==> src/core/bcb_pkg.sv <==
// shared constants and types for the backplane cycle bus engine
package bcb_pkg;

	// ==========================================================
	// timing
	localparam int CLOCK_MHZ = 50;
	localparam int READY_WINDOW_NS = 500;
	// longest time: round down
	localparam int READY_WINDOW_CYC = (READY_WINDOW_NS * CLOCK_MHZ) / 1000;
	localparam int RESTART_MIN_NS = 3;
	// least time: round up, never below one cycle
	localparam int RESTART_MIN_CYC =
		((RESTART_MIN_NS * CLOCK_MHZ + 999) / 1000) < 1 ? 1 :
		((RESTART_MIN_NS * CLOCK_MHZ + 999) / 1000);
	localparam int PHASE_DIV_DEFAULT = 10;

	// ==========================================================
	// register offsets (byte addresses)
	localparam logic [7:0] OFS_CTRL = 8'h00;
	localparam logic [7:0] OFS_ADDR = 8'h04;
	localparam logic [7:0] OFS_WDATA = 8'h08;
	localparam logic [7:0] OFS_STATUS = 8'h0c;
	localparam logic [7:0] OFS_RDATA = 8'h10;

	// ==========================================================
	// field positions
	localparam int CTRL_START_BIT = 0;
	localparam int CTRL_HALT_BIT = 1;
	localparam int CTRL_ACK_BIT = 2;
	localparam int CTRL_TYPE_LSB = 4;
	localparam int ADDR_LOW_LSB = 0;
	localparam int ADDR_PAGE_LSB = 8;
	localparam int ST_BUSY_BIT = 0;
	localparam int ST_WAIT_BIT = 1;
	localparam int ST_HALT_BIT = 2;
	localparam int ST_L0_BIT = 3;
	localparam int ST_SUB_BIT = 4;
	localparam int ST_HOLD_BIT = 5;
	localparam int ST_INT_LSB = 8;

	// ==========================================================
	// reset values and cycle-type codes
	localparam logic [1:0] TYPE_RESET = 2'h0;
	localparam logic [13:0] ADDR_RESET = 14'h0000;
	localparam logic [7:0] DATA_RESET = 8'h00;
	localparam logic [1:0] CYC_FETCH = 2'h0;
	localparam logic [1:0] CYC_READ = 2'h1;
	localparam logic [1:0] CYC_IO = 2'h2;
	localparam logic [1:0] CYC_WRITE = 2'h3;

	typedef enum logic [2:0] {
		ST_IDLE, ST_T1, ST_T2, ST_WIN, ST_WAIT, ST_T3
	} bcb_state_t;

endpackage

==> src/core/bcb_phase_gen.sv <==
// phase-two clock divider with sync and state tick
`timescale 1ns/1ps
module bcb_phase_gen
	import bcb_pkg::*;
#(
	parameter int DIV = PHASE_DIV_DEFAULT
)
(
	input wire logic clock, // system clock
	input wire logic reset, // synchronous, active high
	output logic tick, // one-cycle pulse at end of each phase period
	output logic phase2Clock, // distributed phase-two time base
	output logic sync_n // low in first half of each period
);

	// ==========================================================
	// divider
	logic [15:0] count;
	logic [15:0] next_count;
	logic next_phase2Clock;
	logic next_sync_n;

	// the half point keeps the phase-two output near square
	always_comb
	begin
		next_count = (count == 16'(DIV - 1)) ? 16'h0000 : count + 16'h0001;
		next_phase2Clock = (next_count >= 16'(DIV / 2));
		next_sync_n = (next_count >= 16'(DIV / 2));
	end

	always_ff @(posedge clock)
	begin
		if (reset)
		begin
			count <= 16'h0000;
			phase2Clock <= 1'b0;
			sync_n <= 1'b1;
		end
		else
		begin
			count <= next_count;
			phase2Clock <= next_phase2Clock;
			sync_n <= next_sync_n;
		end
	end

	assign tick = (count == 16'(DIV - 1));

endmodule

==> src/core/bcb_level_zero.sv <==
// restart line filter and level-zero request flag
`timescale 1ns/1ps
module bcb_level_zero
	import bcb_pkg::*;
(
	input wire logic clock, // system clock
	input wire logic reset, // synchronous, active high
	input wire logic restart_n, // restart line, low restarts
	input wire logic ack, // level-zero interrupt acknowledged
	output logic level_zero_request_n, // flag, low while pending
	output logic level_zero_request_edge // pulse when request raised
);

	// ==========================================================
	// restart qualifier and flag
	logic [3:0] lowCount;
	logic [3:0] next_lowCount;
	logic pending;
	logic next_pending;
	logic next_edge;
	logic hit;

	// a fresh restart beats a concurrent acknowledge
	always_comb
	begin
		hit = 1'b0;
		next_lowCount = 4'h0;
		if (!restart_n)
		begin
			next_lowCount = (lowCount == 4'hf) ? lowCount : lowCount + 4'h1;
			hit = (next_lowCount == 4'(RESTART_MIN_CYC));
		end
		next_pending = pending;
		if (hit)
			next_pending = 1'b1;
		else if (ack)
			next_pending = 1'b0;
		next_edge = next_pending && !pending;
	end

	always_ff @(posedge clock)
	begin
		if (reset)
		begin
			lowCount <= 4'h0;
			pending <= 1'b0;
			level_zero_request_edge <= 1'b0;
		end
		else
		begin
			lowCount <= next_lowCount;
			pending <= next_pending;
			level_zero_request_edge <= next_edge;
		end
	end

	assign level_zero_request_n = !pending;

endmodule

==> src/core/bcb_bus_engine.sv <==
// processor-side backplane cycle engine with apb control
//
// Decided for this implementation: the register offsets and the APB interface to the registers.
`timescale 1ns/1ps
module bcb_bus_engine
	import bcb_pkg::*;
#(
	parameter int PHASE_DIV = PHASE_DIV_DEFAULT,
	parameter int WIN_CYC = READY_WINDOW_CYC
)
(
	input wire logic clock, // 50 MHz system clock
	input wire logic reset, // synchronous, active high
	input wire logic psel, // apb select
	input wire logic penable, // apb access phase
	input wire logic pwrite, // apb direction
	input wire logic [7:0] paddr, // apb byte address
	input wire logic [31:0] pwdata, // apb write data
	output logic [31:0] prdata, // apb read data
	output logic pready, // apb ready
	output logic pslverr, // apb error on unmapped address
	output logic phase2Clock, // phase-two time base
	output logic sync_n, // basic period marker
	output logic high_address_phase_n, // T2 timing
	output logic third_phase_n, // T3 timing
	output logic extThirdPhase_n, // extended third phase
	output logic cycle_type_bit0_n, // cycle type bit 0, negative
	output logic cycle_type_bit1, // cycle type bit 1, positive
	output logic [7:0] low_address_lines_n, // low address or io data
	output logic [5:0] page_address_lines_n, // page or instruction bits
	input wire logic [7:0] data_lines_n_in, // data lines as seen
	output logic [7:0] data_lines_n_out, // data lines driven value
	output logic data_lines_n_oe, // high while driving data lines
	input wire logic ready_n, // wait-request line, high asks wait
	input wire logic steppingHold_n, // console hold, low forces wait
	input wire logic restart_n, // restart line
	input wire logic substitute_n, // substitution override
	input wire logic [7:1] interrupt_request_lines_n, // levels 7..1
	input wire logic master_reset, // master reset, active high
	output logic level_zero_request_n, // level-zero flag
	output logic waitIndicator_n, // low in WAIT from wait-request
	output logic haltedIndicator_n // low while halted
);

	// ==========================================================
	// submodules
	logic tick;
	logic l0Edge;
	logic ackWrite;

	bcb_phase_gen #(
		.DIV(PHASE_DIV)
	) phaseGen (
		.clock(clock),
		.reset(reset),
		.tick(tick),
		.phase2Clock(phase2Clock),
		.sync_n(sync_n)
	);

	bcb_level_zero levelZero (
		.clock(clock),
		.reset(reset),
		.restart_n(restart_n),
		.ack(ackWrite),
		.level_zero_request_n(level_zero_request_n),
		.level_zero_request_edge(l0Edge)
	);

	// ==========================================================
	// apb decode
	logic wrAccess;
	logic rdSetup;
	logic mapped;
	logic wrCtrl;

	// writes land only in the completing access cycle
	always_comb
	begin
		mapped = (paddr <= OFS_RDATA) && (paddr[1:0] == 2'h0);
		wrAccess = psel && penable && pwrite && mapped;
		rdSetup = psel && !penable;
		wrCtrl = wrAccess && (paddr == OFS_CTRL);
		ackWrite = wrCtrl && pwdata[CTRL_ACK_BIT];
	end

	// zero wait states: every access finishes in its first access cycle
	assign pready = 1'b1;
	assign pslverr = psel && penable && !mapped;

	// ==========================================================
	// control registers
	logic [1:0] cycType;
	logic [13:0] addrReg;
	logic [7:0] wdataReg;
	logic [7:0] rdataReg;
	logic pending;
	logic halted;
	bcb_state_t state;
	logic [1:0] next_cycType;
	logic [13:0] next_addrReg;
	logic [7:0] next_wdataReg;
	logic [7:0] next_rdataReg;
	logic next_pending;
	logic next_halted;
	logic wake;
	logic anyInt;
	logic cycleDone;

	// setup is frozen while a cycle runs so the bus never shifts mid-cycle
	always_comb
	begin
		anyInt = |(~interrupt_request_lines_n);
		wake = master_reset || anyInt || l0Edge;
		cycleDone = (state == ST_T3) && tick;
		next_cycType = cycType;
		next_addrReg = addrReg;
		next_wdataReg = wdataReg;
		next_rdataReg = rdataReg;
		next_pending = pending;
		next_halted = halted;
		if (wrAccess && (state == ST_IDLE) && !pending)
		begin
			if (paddr == OFS_ADDR)
				next_addrReg = pwdata[13:0];
			if (paddr == OFS_WDATA)
				next_wdataReg = pwdata[7:0];
			if (wrCtrl)
				next_cycType = pwdata[CTRL_TYPE_LSB +: 2];
			if (wrCtrl && pwdata[CTRL_START_BIT] && !halted)
				next_pending = 1'b1;
		end
		if (cycleDone)
		begin
			next_pending = 1'b0;
			if (cycType != CYC_WRITE)
				next_rdataReg = ~data_lines_n_in;
		end
		if (wrCtrl && pwdata[CTRL_HALT_BIT] && (state == ST_IDLE))
			next_halted = 1'b1;
		if (wake)
			next_halted = 1'b0;
		if (master_reset)
			next_pending = 1'b0;
	end

	always_ff @(posedge clock)
	begin
		if (reset)
		begin
			cycType <= TYPE_RESET;
			addrReg <= ADDR_RESET;
			wdataReg <= DATA_RESET;
			rdataReg <= DATA_RESET;
			pending <= 1'b0;
			halted <= 1'b0;
		end
		else
		begin
			cycType <= next_cycType;
			addrReg <= next_addrReg;
			wdataReg <= next_wdataReg;
			rdataReg <= next_rdataReg;
			pending <= next_pending;
			halted <= next_halted;
		end
	end

	// ==========================================================
	// cycle state machine
	bcb_state_t next_state;
	logic [7:0] winCount;
	logic [7:0] next_winCount;
	logic goOn;

	// T1 and T2 each last one phase period; the ready window is timed
	// in system clocks from the end of T2
	always_comb
	begin
		goOn = !ready_n && steppingHold_n;
		next_state = state;
		next_winCount = 8'h00;
		unique case (state)
			ST_IDLE:
				if (pending && tick)
					next_state = ST_T1;
			ST_T1:
				if (tick)
					next_state = ST_T2;
			ST_T2:
				if (tick)
					next_state = ST_WIN;
			ST_WIN:
			begin
				next_winCount = winCount + 8'h01;
				if (winCount == 8'(WIN_CYC - 1))
					next_state = goOn ? ST_T3 : ST_WAIT;
			end
			ST_WAIT:
				if (tick && goOn)
					next_state = ST_T3;
			ST_T3:
				if (tick)
					next_state = ST_IDLE;
		endcase
		if (master_reset)
			next_state = ST_IDLE;
	end

	always_ff @(posedge clock)
	begin
		if (reset)
		begin
			state <= ST_IDLE;
			winCount <= 8'h00;
		end
		else
		begin
			state <= next_state;
			winCount <= next_winCount;
		end
	end

	// ==========================================================
	// bus pin drivers
	logic next_t2_n;
	logic next_t3_n;
	logic next_ext_n;
	logic next_cc0_n;
	logic next_cc1;
	logic [7:0] next_low_n;
	logic [5:0] next_page_n;
	logic [7:0] next_data_n;
	logic next_data_oe;
	logic next_wait_n;
	logic nextBusy;
	logic nextExt;

	// pins are registered from the next state so they change together
	always_comb
	begin
		nextBusy = (next_state != ST_IDLE);
		nextExt = (next_state == ST_WIN) || (next_state == ST_WAIT) ||
			(next_state == ST_T3);
		next_t2_n = (next_state != ST_T2);
		next_t3_n = (next_state != ST_T3);
		next_ext_n = !nextExt;
		next_cc0_n = 1'b1;
		next_cc1 = 1'b0;
		if (next_state == ST_T2)
		begin
			next_cc0_n = !cycType[0];
			next_cc1 = cycType[1];
		end
		next_low_n = 8'hff;
		next_page_n = 6'h3f;
		if (nextBusy)
		begin
			next_low_n = ~addrReg[ADDR_LOW_LSB +: 8];
			next_page_n = ~addrReg[ADDR_PAGE_LSB +: 6];
		end
		next_data_oe = nextExt && (cycType == CYC_WRITE);
		next_data_n = next_data_oe ? ~wdataReg : 8'hff;
		next_wait_n = !((next_state == ST_WAIT) && ready_n);
	end

	always_ff @(posedge clock)
	begin
		if (reset)
		begin
			high_address_phase_n <= 1'b1;
			third_phase_n <= 1'b1;
			extThirdPhase_n <= 1'b1;
			cycle_type_bit0_n <= 1'b1;
			cycle_type_bit1 <= 1'b0;
			low_address_lines_n <= 8'hff;
			page_address_lines_n <= 6'h3f;
			data_lines_n_out <= 8'hff;
			data_lines_n_oe <= 1'b0;
			waitIndicator_n <= 1'b1;
		end
		else
		begin
			high_address_phase_n <= next_t2_n;
			third_phase_n <= next_t3_n;
			extThirdPhase_n <= next_ext_n;
			cycle_type_bit0_n <= next_cc0_n;
			cycle_type_bit1 <= next_cc1;
			low_address_lines_n <= next_low_n;
			page_address_lines_n <= next_page_n;
			data_lines_n_out <= next_data_n;
			data_lines_n_oe <= next_data_oe;
			waitIndicator_n <= next_wait_n;
		end
	end
	assign haltedIndicator_n = !halted;

	// ==========================================================
	// apb read data
	logic [31:0] next_prdata;
	logic [31:0] statusWord;
	// read data is captured in the setup cycle and stands for the access
	always_comb
	begin
		statusWord = 32'h00000000;
		statusWord[ST_BUSY_BIT] = (state != ST_IDLE) || pending;
		statusWord[ST_WAIT_BIT] = (state == ST_WAIT);
		statusWord[ST_HALT_BIT] = halted;
		statusWord[ST_L0_BIT] = !level_zero_request_n;
		statusWord[ST_SUB_BIT] = !substitute_n;
		statusWord[ST_HOLD_BIT] = !steppingHold_n;
		statusWord[ST_INT_LSB +: 7] = ~interrupt_request_lines_n;
		next_prdata = prdata;
		if (rdSetup)
		begin
			next_prdata = 32'h00000000;
			unique case (paddr)
				OFS_CTRL:
				begin
					next_prdata[CTRL_START_BIT] = pending;
					next_prdata[CTRL_HALT_BIT] = halted;
					next_prdata[CTRL_TYPE_LSB +: 2] = cycType;
				end
				OFS_ADDR:
					next_prdata[13:0] = addrReg;
				OFS_WDATA:
					next_prdata[7:0] = wdataReg;
				OFS_STATUS:
					next_prdata = statusWord;
				OFS_RDATA:
					next_prdata[7:0] = rdataReg;
				default:
					next_prdata = 32'h00000000;
			endcase
		end
	end
	always_ff @(posedge clock)
	begin
		if (reset)
			prdata <= 32'h00000000;
		else
			prdata <= next_prdata;
	end
endmodule

==> config.mk <==
export PLATFORM = sky130hd
export DESIGN_NAME = bcb_bus_engine
export DESIGN_NICKNAME = d
export VERILOG_FILES = /design/src/core/bcb_pkg.sv /design/src/core/bcb_phase_gen.sv /design/src/core/bcb_level_zero.sv /design/src/core/bcb_bus_engine.sv
export SDC_FILE = /design/constraint.sdc
export NUM_CORES = 1
export LEC_CHECK = 0
export BUFFER_PORTS_ARGS = -buffer_cell sky130_fd_sc_hd__buf_2
export CAP_MARGIN = 10
export CORE_MARGIN = 3
export CORE_UTILIZATION = 48
export CTS_CLUSTER_DIAMETER = 100
export DETAILED_ROUTE_END_ITERATION = 16
export HOLD_SLACK_MARGIN = 0.03
export PLACE_DENSITY = 0.76
export SETUP_SLACK_MARGIN = 0.1
export SYNTH_ARGS = -nofsm -noshare
export SYNTH_HDL_FRONTEND = slang
export SYNTH_SLANG_ARGS = --single-unit
==> constraint.sdc <==
create_clock -name clock -period 1.8 [get_ports clock]
set_input_delay 0.09 -clock clock [delete_from_list [all_inputs] [get_ports clock]]
set_output_delay 0.09 -clock clock [all_outputs]
set_load 0.05 [all_outputs]
# [After elaboration in Yosys (flattened, before gate mapping)]
# Cells that the tools add are included.
[word_totals] inputBits=65 word_cells=135 ff_bits=130 output_inout_bits=67
[op_classes] n_bitwise=9 eq_ne=21 mux=20 magnitude_cmp=2 n_reduce_logical=55 add_sub_neg=3
[op_table] cell="$not A8 Y8" n=3
[op_table] cell="$logic_and A1 B1 Y1" n=21
[op_table] cell="$mux W3" n=7
[op_table] cell="$pmux W2 S5" n=2
[op_table] cell="$pmux W3 S6" n=1
[op_table] cell="$add A16 B1 Y16 const B" n=1
[op_table] cell="$eq A16 B4 Y1 const B" n=1
[op_table] cell="$eq A8 B4 Y1 const B" n=2
[op_table] cell="$eq A8 B5 Y1 const B" n=2
[op_table] cell="$ge A16 B3 Y1 const B" n=1
[op_table] cell="$mux W16" n=1
[op_table] cell="$eq A3 B2 Y1 const B" n=4
[op_table] cell="$eq A3 B3 Y1 const B" n=4
[op_table] cell="$pmux W6 S2" n=1
[op_table] cell="$reduce_or A2 Y1" n=6
[op_table] cell="$logic_not A1 Y1" n=11
[op_table] cell="$reduce_and A2 Y1" n=5
[op_table] cell="$add A8 B1 Y8 const B" n=1
[op_table] cell="$eq A8 B3 Y1 const B" n=1
[op_table] cell="$le A8 B5 Y1 const B" n=1
[op_table] cell="$logic_not A8 Y1" n=1
[op_table] cell="$pmux W2 S4" n=1
[op_table] cell="$not A7 Y7" n=1
[op_table] cell="$reduce_or A7 Y1" n=1
[op_table] cell="18 further kinds" n=30

# [Logic depth before layout (Yosys ltp)]
# Gate-level depths: netlist (run 1).
[depth] depth_word=12 depth_mapped=9 mapped_depth_nobuf=7

# [Hierarchy]
# A second synthesis (run 1) with hierarchy kept.
[unflattened] cells_unflattened=599 area_unflattened_um2=5161.2
[by_module_without_submodules] module="bcb_bus_engine" area_per_inst_um2=3796.1 seq_area_each_um2=1781.7 n_inst=1 cells_each=446
[by_module_without_submodules] module="bcb_phase_gen" area_per_inst_um2=1082.3 seq_area_each_um2=360.3 n_inst=1 cells_each=124
[by_module_without_submodules] module="bcb_level_zero" area_per_inst_um2=282.8 seq_area_each_um2=120.1 n_inst=1 cells_each=29

# [Worst setup path after synthesis (run 1)]
# OpenSTA, ideal clock, no wires.
[synth_timing] path_kind="input to output" start="in paddr[3]" end="out pslverr" t_arrival_ns=2.192 cell_stages=5 path_buffers=3 required_ns=1.710 slack_ns=-0.482 path_cell_list="clkbuf_1 -> clkbuf_1 -> buf_1 -> o21ai_0 -> a21boi_0"
[synth_between] elab_chain_cells=4
[synth_lines] item="start, declared" line_no="bcb_bus_engine.sv:17" text="input wire logic [7:0] paddr,"
[synth_lines] item="$le A8 B5 Y1" line_no="bcb_bus_engine.sv:80" text="mapped = (paddr <= OFS_RDATA) && (paddr[1:0] == 2'h0);"
[synth_lines] item="$logic_and A1 B1 Y1" line_no="bcb_bus_engine.sv:80"
[synth_lines] item="$logic_not A1 Y1" line_no="bcb_bus_engine.sv:89" text="assign pslverr = psel && penable && !mapped;"
[synth_lines] item="$logic_and A1 B1 Y1" line_no="bcb_bus_engine.sv:89"
[synth_lines] item="end, declared" line_no="bcb_bus_engine.sv:21" text="output logic pslverr,"
# No other way between the ends.

# [Worst setup path after layout (run 1)]
[layout_timing] start="reg phaseGen.count[1]" end="reg data_lines_n_out[6]"
[layout_between] elab_chain_cells=11 word_cells_on_any_way=18 classes_between="eq/ne (4); mux (7); bitwise (1); reduce/logical (6)"
[layout_lines] item="start, declared" line_no="bcb_phase_gen.sv:18" text="logic [15:0] count;"
[layout_lines] item="start signal, assigned" line_no="bcb_phase_gen.sv:41" text="count <= next_count;"
[layout_lines] item="$eq A16 B4 Y1 *" line_no="bcb_phase_gen.sv:47" text="assign tick = (count == 16'(DIV - 1));"
[layout_lines] item="$logic_and A1 B1 Y1, on equally long branches" line_no="bcb_bus_engine.sv:200, bcb_bus_engine.sv:185"
[layout_lines] item="$mux W3, on equally long branches" line_no="bcb_bus_engine.sv:200, bcb_bus_engine.sv:185"
[layout_lines] item="$pmux W3 S6 *" line_no="bcb_bus_engine.sv:183" text="unique case (state)"
[layout_lines] item="$mux W3 *" line_no="bcb_bus_engine.sv:206" text="if (master_reset)"
[layout_lines] item="$eq A3 B2 Y1 or $eq A3 B3 Y1 (tied branches)" line_no="bcb_bus_engine.sv:243" text="nextExt = (next_state == ST_WIN) || (next_state == ST_WAIT) ||"
[layout_lines] item="$logic_or A1 B1 Y1" line_no="bcb_bus_engine.sv:243"
[layout_lines] item="$logic_or A1 B1 Y1 *" line_no="bcb_bus_engine.sv:243"
[layout_lines] item="$logic_and A1 B1 Y1 *" line_no="bcb_bus_engine.sv:262" text="next_data_oe = nextExt && (cycType == CYC_WRITE);"
[layout_lines] item="$not A1 Y1 (no source line) *"
[layout_lines] item="$reduce_or A2 Y1 (no source line) *"
[layout_lines] item="end signal, assigned" line_no="bcb_bus_engine.sv:291" text="data_lines_n_out <= next_data_n;"
[layout_lines] item="end, declared" line_no="bcb_bus_engine.sv:32" text="output logic [7:0] data_lines_n_out,"
# Every way passes the cells marked *; elsewhere a longest branch is shown, timed or not.
# A chain may end at the register's enable or synchronous reset.

==> results of run 1 <==
[per-layer routing]
metal,GRT usage (%),vias to the layer above
li1,-,2516
met2,46.3,242
met3,7.21,46
met4,10.5,0
met5,0,-
met1,30.1,2592
[state kept, by name, summed over array words and instances (netlist names), 2 cells and up, named ones only]
register              cells
data_lines_n_out          8
levelZero.lowCount        3
low_address_lines_n       8
state                     3
cycType                   2
page_address_lines_n      6
prdata                   15
winCount                  8
phaseGen.count           16
wdataReg                  8
addrReg                  14
rdataReg                  8
[kinds of logic (layout without fill, tap and decap cells)]
| kind of cell | after synthesis | count (layout) | synth area share [%] |
|---|---|---|---|
| xor+xnor | 22 | 22 | 3.65 |
| other cells | 2 | 18 | 0.142 |
| buf+inv | 72 | 267 | 7.08 |
| fa+ha+maj | 7 | 7 | 1.61 |
| compound gates | 115 | 115 | 15.7 |
| simple gates | 241 | 241 | 23.9 |
| flops | 113 | 113 | 42.8 |
| mux | 27 | 27 | 5.11 |
[synthesized netlist by cell type (9+ instances only)]
master	number	area, um^2
nand3_1	19	95.1
o211ai_1	15	113
nor2b_1	9	56.3
inv_1	16	60.1
dfxtp_1	113	2260
o21ai_0	14	70.1
xnor2_1	14	123
a211oi_1	11	82.6
a22oi_1	10	75.1
nand2_1	27	101
a21oi_1	26	130
nor3_1	25	125
clkbuf_1	22	82.6
buf_2	10	50.1
mux2i_1	27	270
nor4_1	15	93.8
nor2_1	90	338
buf_4	18	135
[worst max-delay path, stage by stage (launching register included)]
cell and delay (ns):
dfxtp_2 0.34, inv_2 0.04, ha_4 0.14, and4bb_2 0.24, buf_6 0.12, a41o_1 0.24, buf_6 0.13, a311oi_4 0.27
buf_4 0.23, nor4_2 0.06, a21oi_2 0.17
[layout make-up]
type / count / area [um^2] / share of cell area, %
Timing Repair Buffer: 222 / 1730 / 21.7
Tap cell: 136 / 170 / 2.14
Inverter: 16 / 60.1 / 0.754
Sequential cell: 113 / 2280 / 28.7
Multi-Input combinational cell: 430 / 3180 / 40.0
Clock inverter: 6 / 85.1 / 1.07
Clock buffer: 23 / 457 / 5.73
[per-stage QoR]
stage                     std cells  cell area, um^2  hold slack [ns]  util (%)  setup slack, ns
after floorplan                 615             5530            0.164         -           -0.120
after global placement          865             6460            0.276      61.4           -0.116
final                           946             7970            0.116      75.8           -0.278
after global routing            946             7970            0.149      75.8           -0.331
after detailed placement        865             6460            0.278      61.4           -0.176
after CTS                       942             7680           0.0962      73.1           -0.175
[repair_timing]
item                       in CTS  in global routing
hold endpoints to repair       55                  0
gates cloned                    3                  2
setup endpoints to repair      42                 44
buffers inserted                8                  3
resized for setup              50                 41
hold buffers                   37                  0
pin swaps                      34                 37
[worst min-delay path by stage]
| stage | start | endpoint | slack (ns) | depth (start not counted) |
|---|---|---|---|---|
| after floorplan | ready_n | waitIndicator_n | 0.16 | 1 |
| after global routing | paddr[4] | prdata[4] | 0.15 | 4 |
| after detailed placement | data_lines_n_in[0] | rdataReg[0] | 0.28 | 2 |
| final | paddr[4] | prdata[5] | 0.12 | 4 |
| after CTS | paddr[4] | prdata[4] | 0.1 | 4 |
| after global placement | data_lines_n_in[2] | rdataReg[2] | 0.28 | 2 |
[power groups by stage]
stage	clock network (mW)	registers [mW]	logic [mW]
4_1_cts	3.12	2.53	0.483
3_3_place_gp	0	2.58	0.392
6_report	3.11	2.53	0.500
2_1_floorplan	0	2.61	0.266
3_5_place_dp	0	2.58	0.405
5_1_grt	3.23	2.53	0.531
==> flow_summary.yaml, run 1 <==
status:
  run_status: "complete, but fails checks"
  violations: "setup timing"
sta:
  timing.final.setup_violations: 35
  period_share_pct: 115
  tightestPinTransition_ns: 0.599
  finalClockSkew_ns: 0.00839
  achievable-frequency_mhz: 481
  finalHoldViolations: 0
  slew_violations: 0
  rsz0062_at_grt: "true"
  slew-limit-headroom_pct: 60.1
  period_minus_slack_ns: 2.08
  final.setup.worst_slack_ns: -0.278
  totalNegativeSetupSlack_ns: -7.07
global_route:
  pin_count_of_the_biggest_net_entering_global_routing: 26
  grt_first_pass_wirelength_um: 26200
  globalRoute.totalOverflow: 0
  grt.total_usage_pct: 26.3
  antenna_violations_before_repair: 0
  first_global_vias: 5286
floorplan:
  number_of_top_level_design_ports: 132
  core-area_mm2: 0.0105
  num_rows: 37
  initial_cell_density_of_the_core_pct: 50.3
  die_height_um: 111
  fp.dieW_um: 111
  die_area_mm2: 0.0123
critical_path:
  criticalPathCategory: "register to register"
  regToRegEndpoint: "data_lines_n_out[6]"
  worstSetupEndpointType: "register"
  worst_setup_path_endpoint: "data_lines_n_out[6]"
  worst-endpoint-arrival_ns: 2.54
  crit_fanout: 4
  worstPathRequired_ns: 2.26
  worstSetupStartpoint: "phaseGen.count[1]"
  reg2reg_start: "phaseGen.count[1]"
  worst_case_reg_to_reg_path_depth: 10
  startpoint_type: "register"
  ff2ff_setup_slack_ns: -0.28
clock_tree:
  numCtsBuffers: 17
  cts.reportedPaths.clkPinSlew_ns: 0.06
  h-tree-depth: 4
  clock_insertion_delay_worst_skew_ns: 0.53
  cts.sink_count: 113
  tritoncts: "built"
  clockRootBuffer: "clkbuf_8"
  max-clock-path-buffers: 2
placed_design:
  routabilityCongestion: 0.928
  port_buffers: 95
  detailedPlacementHpwl_um: 10900
routing:
  detailedRoute.firstPassIterationCount: 6
  drt-vias-per-instance: 5.70
  dr_wl_met3_um: 1180
  iter_0_drt_violations: 562
  dr_total_vias: 5396
  length_of_routed_wiring_on_met1_um: 6460
  drt_wl_total_um: 16700
  dr.max_layer_used: "met4"
  drc_markers: 0
  routedWlPerCell_um: 17.7
  post_route_ant_nets: 0
  met2_length_um: 8580
cells_and_area:
  antenna_cells: 0
  layout_cell_share_with_drive_strength_beyond_1_pct: 36.3
  final_nets: 871
  area.growth.synth_to_final_pct: 50.8
  fillers: 675
  layout_commonest_cell: "dfxtp_1"
  layout.cells.most_common_list: "102 x dfxtp_1, 95 x buf_2, 86 x nor2_1, 65 x buf_4, 37 x dlygate4sd3_1"
yosys:
  synth.ff_latch_count: 113
  syn-instance-count: 599
  synth_enable_flop_cells: 0
  ys_types: 67
  synth.yosys.warnings: 0
  post_synthesis_cell_area_mm2: 0.00528
  synthArstFlopShare_pct: 0
  syn_avg_cell_area_um2: 8.82
  synth-seq-area-share_pct: 42.8
  synthFlopType: "dfxtp_1"
pwr:
  report.power.total_mw: 6.14
  power_switching_mw: 1.43
  power_share_of_the_combinational_group_pct: 8.1
  worst_vdd_drop_mv: 0.683
  swShare_pct: 23.3
  power.internal_mw: 4.71
  power_leakage_nw: 3.21
  share_of_total_power_in_the_clock_network_pct: 50.6
  seq_power_share_pct: 41.2
  cellPowerDensity_mw_per_mm2: 770
run:
  cap_viol_max_count: 0
hold_path:
  hold_class: "input port to register"
Power figures use the tool's default switching activity.
==> run 2: changes to the inputs <==
==> constraint.sdc (replaced) <==
create_clock -name clock -period 1.8 [get_ports clock]
set_input_delay 0.18 -clock clock [delete_from_list [all_inputs] [get_ports clock]]
set_output_delay 0.18 -clock clock [all_outputs]
set_load 0.05 [all_outputs]
==> flow_summary.yaml, run 2 (synthesized netlist as in run 1, its figures left out) <==
status:
  run_status: "complete, but fails checks"
  violations: "setup timing"
sta:
  finalClockSkew_ns: 0.00901
  period_minus_slack_ns: 2.09
  period_share_pct: 116
  slew_violations: 0
  rsz0062_at_grt: "true"
  achievable-frequency_mhz: 478
  finalHoldViolations: 0
  timing.final.setup_violations: 37
  final.setup.worst_slack_ns: -0.291
critical_path:
  worst-endpoint-arrival_ns: 2.48
  criticalPathCategory: "register to register"
  worst_path_dominant_cell_family: "compound AO/OA/AOI/OAI gates"
  reg2reg_start: "phaseGen.count[1]"
  worstSetupStartpoint: "phaseGen.count[1]"
  worst_case_reg_to_reg_path_depth: 8
  worstSetupEndpointType: "register"
  regToRegEndpoint: "page_address_lines_n[5]"
  crit_path_cell_trace: "inv_2 > ha_4 > and4bb_2 > a41o_1 > a311o_2 > o21ai_4 > buf_12 > o211ai_1"
  startpoint_type: "register"
  critPathBufInv: 2
  critical_path.slowest_cell: "a311o_2"
  crit_fanout: 7
  worstPathRequired_ns: 2.18
  ff2ff_setup_slack_ns: -0.29
  cpPeakStageDelay_ns: 0.47
clock_tree:
  cts.reportedPaths.clkPinSlew_ns: 0.06
  clockRootBuffer: "clkbuf_8"
  numCtsBuffers: 17
  tritoncts: "built"
  cts.sink_count: 113
  max-clock-path-buffers: 2
  clock_insertion_delay_worst_skew_ns: 0.53
  h-tree-depth: 4
cells_and_area:
  largest_register_ff_count: 16
  final_nets: 876
  layout.area.seq_mm2: 0.00229
  largest_register: "phaseGen.count"
  area.growth.synth_to_final_pct: 54.4
  multiInputGateArea_mm2: 0.00328
  layout_commonest_cell: "dfxtp_1"
  biggestRegsByFlops: "phaseGen.count x16, prdata x15, addrReg x14"
  count_of_placed_standard_cells_in_the_final_layout_fillers_left_out: 955
  layout_cell_share_with_drive_strength_beyond_1_pct: 40.8
  layout.cells.most_common_list: "98 x dfxtp_1, 94 x buf_2, 84 x nor2_1, 75 x buf_4, 29 x dlygate4sd3_1"
  fillers: 608
  design_area_mm2: 0.00816
pwr:
  power_leakage_nw: 3.27
  worst_vdd_drop_mv: 0.556
  cellPowerDensity_mw_per_mm2: 780
routing:
  drt-vias-per-instance: 5.82
  routedWlPerCell_um: 19.3
  iter_0_drt_violations: 533
  drt_wl_total_um: 18400
  detailedRoute.firstPassIterationCount: 5
  drc_markers: 0
  dr_total_vias: 5554
  post_route_ant_nets: 0
floorplan:
  initial_cell_density_of_the_core_pct: 50.3
  number_of_top_level_design_ports: 132
  fp.dieW_um: 111
  die_height_um: 111
  num_rows: 37
  core-area_mm2: 0.0105
  die_area_mm2: 0.0123
placed_design:
  placed_area_mm2: 0.00649
  routabilityCongestion: 0.942
  place_inst: 868
  port_buffers: 95
  placement.setup.worst_slack_ns: -0.234
  detailedPlacementHpwl_um: 11000
global_route:
  globalRoute.totalOverflow: 0
  antenna_violations_before_repair: 0
  grt_first_pass_wirelength_um: 26800
  grt.total_usage_pct: 26.9
  first_global_vias: 5389
  pin_count_of_the_biggest_net_entering_global_routing: 20
hold_path:
  hold_class: "input port to register"
  timing.hold.worst_endpoint: "prdata[0]"
  min_from: "penable"
  worstHoldPathCells: 3
run:
  cap_viol_max_count: 0
==> run 2: tightest hold or removal path: stages <==
cell and delay [ns]:
buf_2 0.10, nor2b_1 0.09, a31oi_1 0.15
==> run 2: repair_timing <==
action                                  in CTS  in global routing
endpoints found under the setup margin      41                 58
hold endpoints to repair                    40                  0
hold buffers                                29                  0
pin swaps                                   20                 43
buffers inserted                            11                  8
gates resized for setup                     50                 65
gates cloned                                 2                  5
==> run 2: metal layers <==
layer	global-route usage (%)	part of all wire [%]	vias up	wire length, um
met1	32.8	39	2677	7230
met3	6.00	8.1	45	1480
met5	0	0	-	0
li1	-	-	2532	-
met2	45.7	49	300	9110
met4	10.9	3.1	0	578
==> run 2: layout make-up <==
| type | instances | area share, % |
|---|---|---|
| Sequential cell | 113 | 28.0 |
| Inverter | 16 | 0.736 |
| Tap cell | 136 | 2.09 |
| Multi-Input combinational cell | 430 | 40.2 |
| Clock buffer | 17 | 5.08 |
| Clock inverter | 15 | 2.13 |
| Timing Repair Buffer | 227 | 21.7 |
| Antenna cell | 1 | 0.0307 |
==> run 2: worst max path at each step <==
stage,end,slack [ns],depth (start not counted)
after floorplan,data_lines_n_out[4],-0.12,6
after global placement,wdataReg[4],-0.16,7
after detailed placement,data_lines_n_out[0],-0.23,8
after CTS,low_address_lines_n[2],-0.18,9
after global routing,page_address_lines_n[5],-0.32,10
final,page_address_lines_n[5],-0.29,8
==> run 2: metrics by stage <==
step | TNS [ns] | utilization [%] | power [mW] | hold WS (ns)
after floorplan | -3.77 | - | 2.87 | 0.254
after global placement | -6.22 | 61.7 | 2.98 | 0.363
after detailed placement | -9.19 | 61.7 | 2.98 | 0.366
after CTS | -4.71 | 73.3 | 6.33 | 0.0301
after global routing | -9.31 | 77.6 | 6.53 | 0.0755
final | -6.99 | 77.6 | 6.37 | 0.0430
==> run 2: report_power, final <==
part           switching, mW  total, mW  internal [mW]  leakage, nW
Clock                   1.33       3.34           2.01        0.283
Combinational          0.322      0.492          0.170         2.06
Sequential            0.0133       2.53           2.52        0.921
Total                   1.67       6.37           4.70         3.27
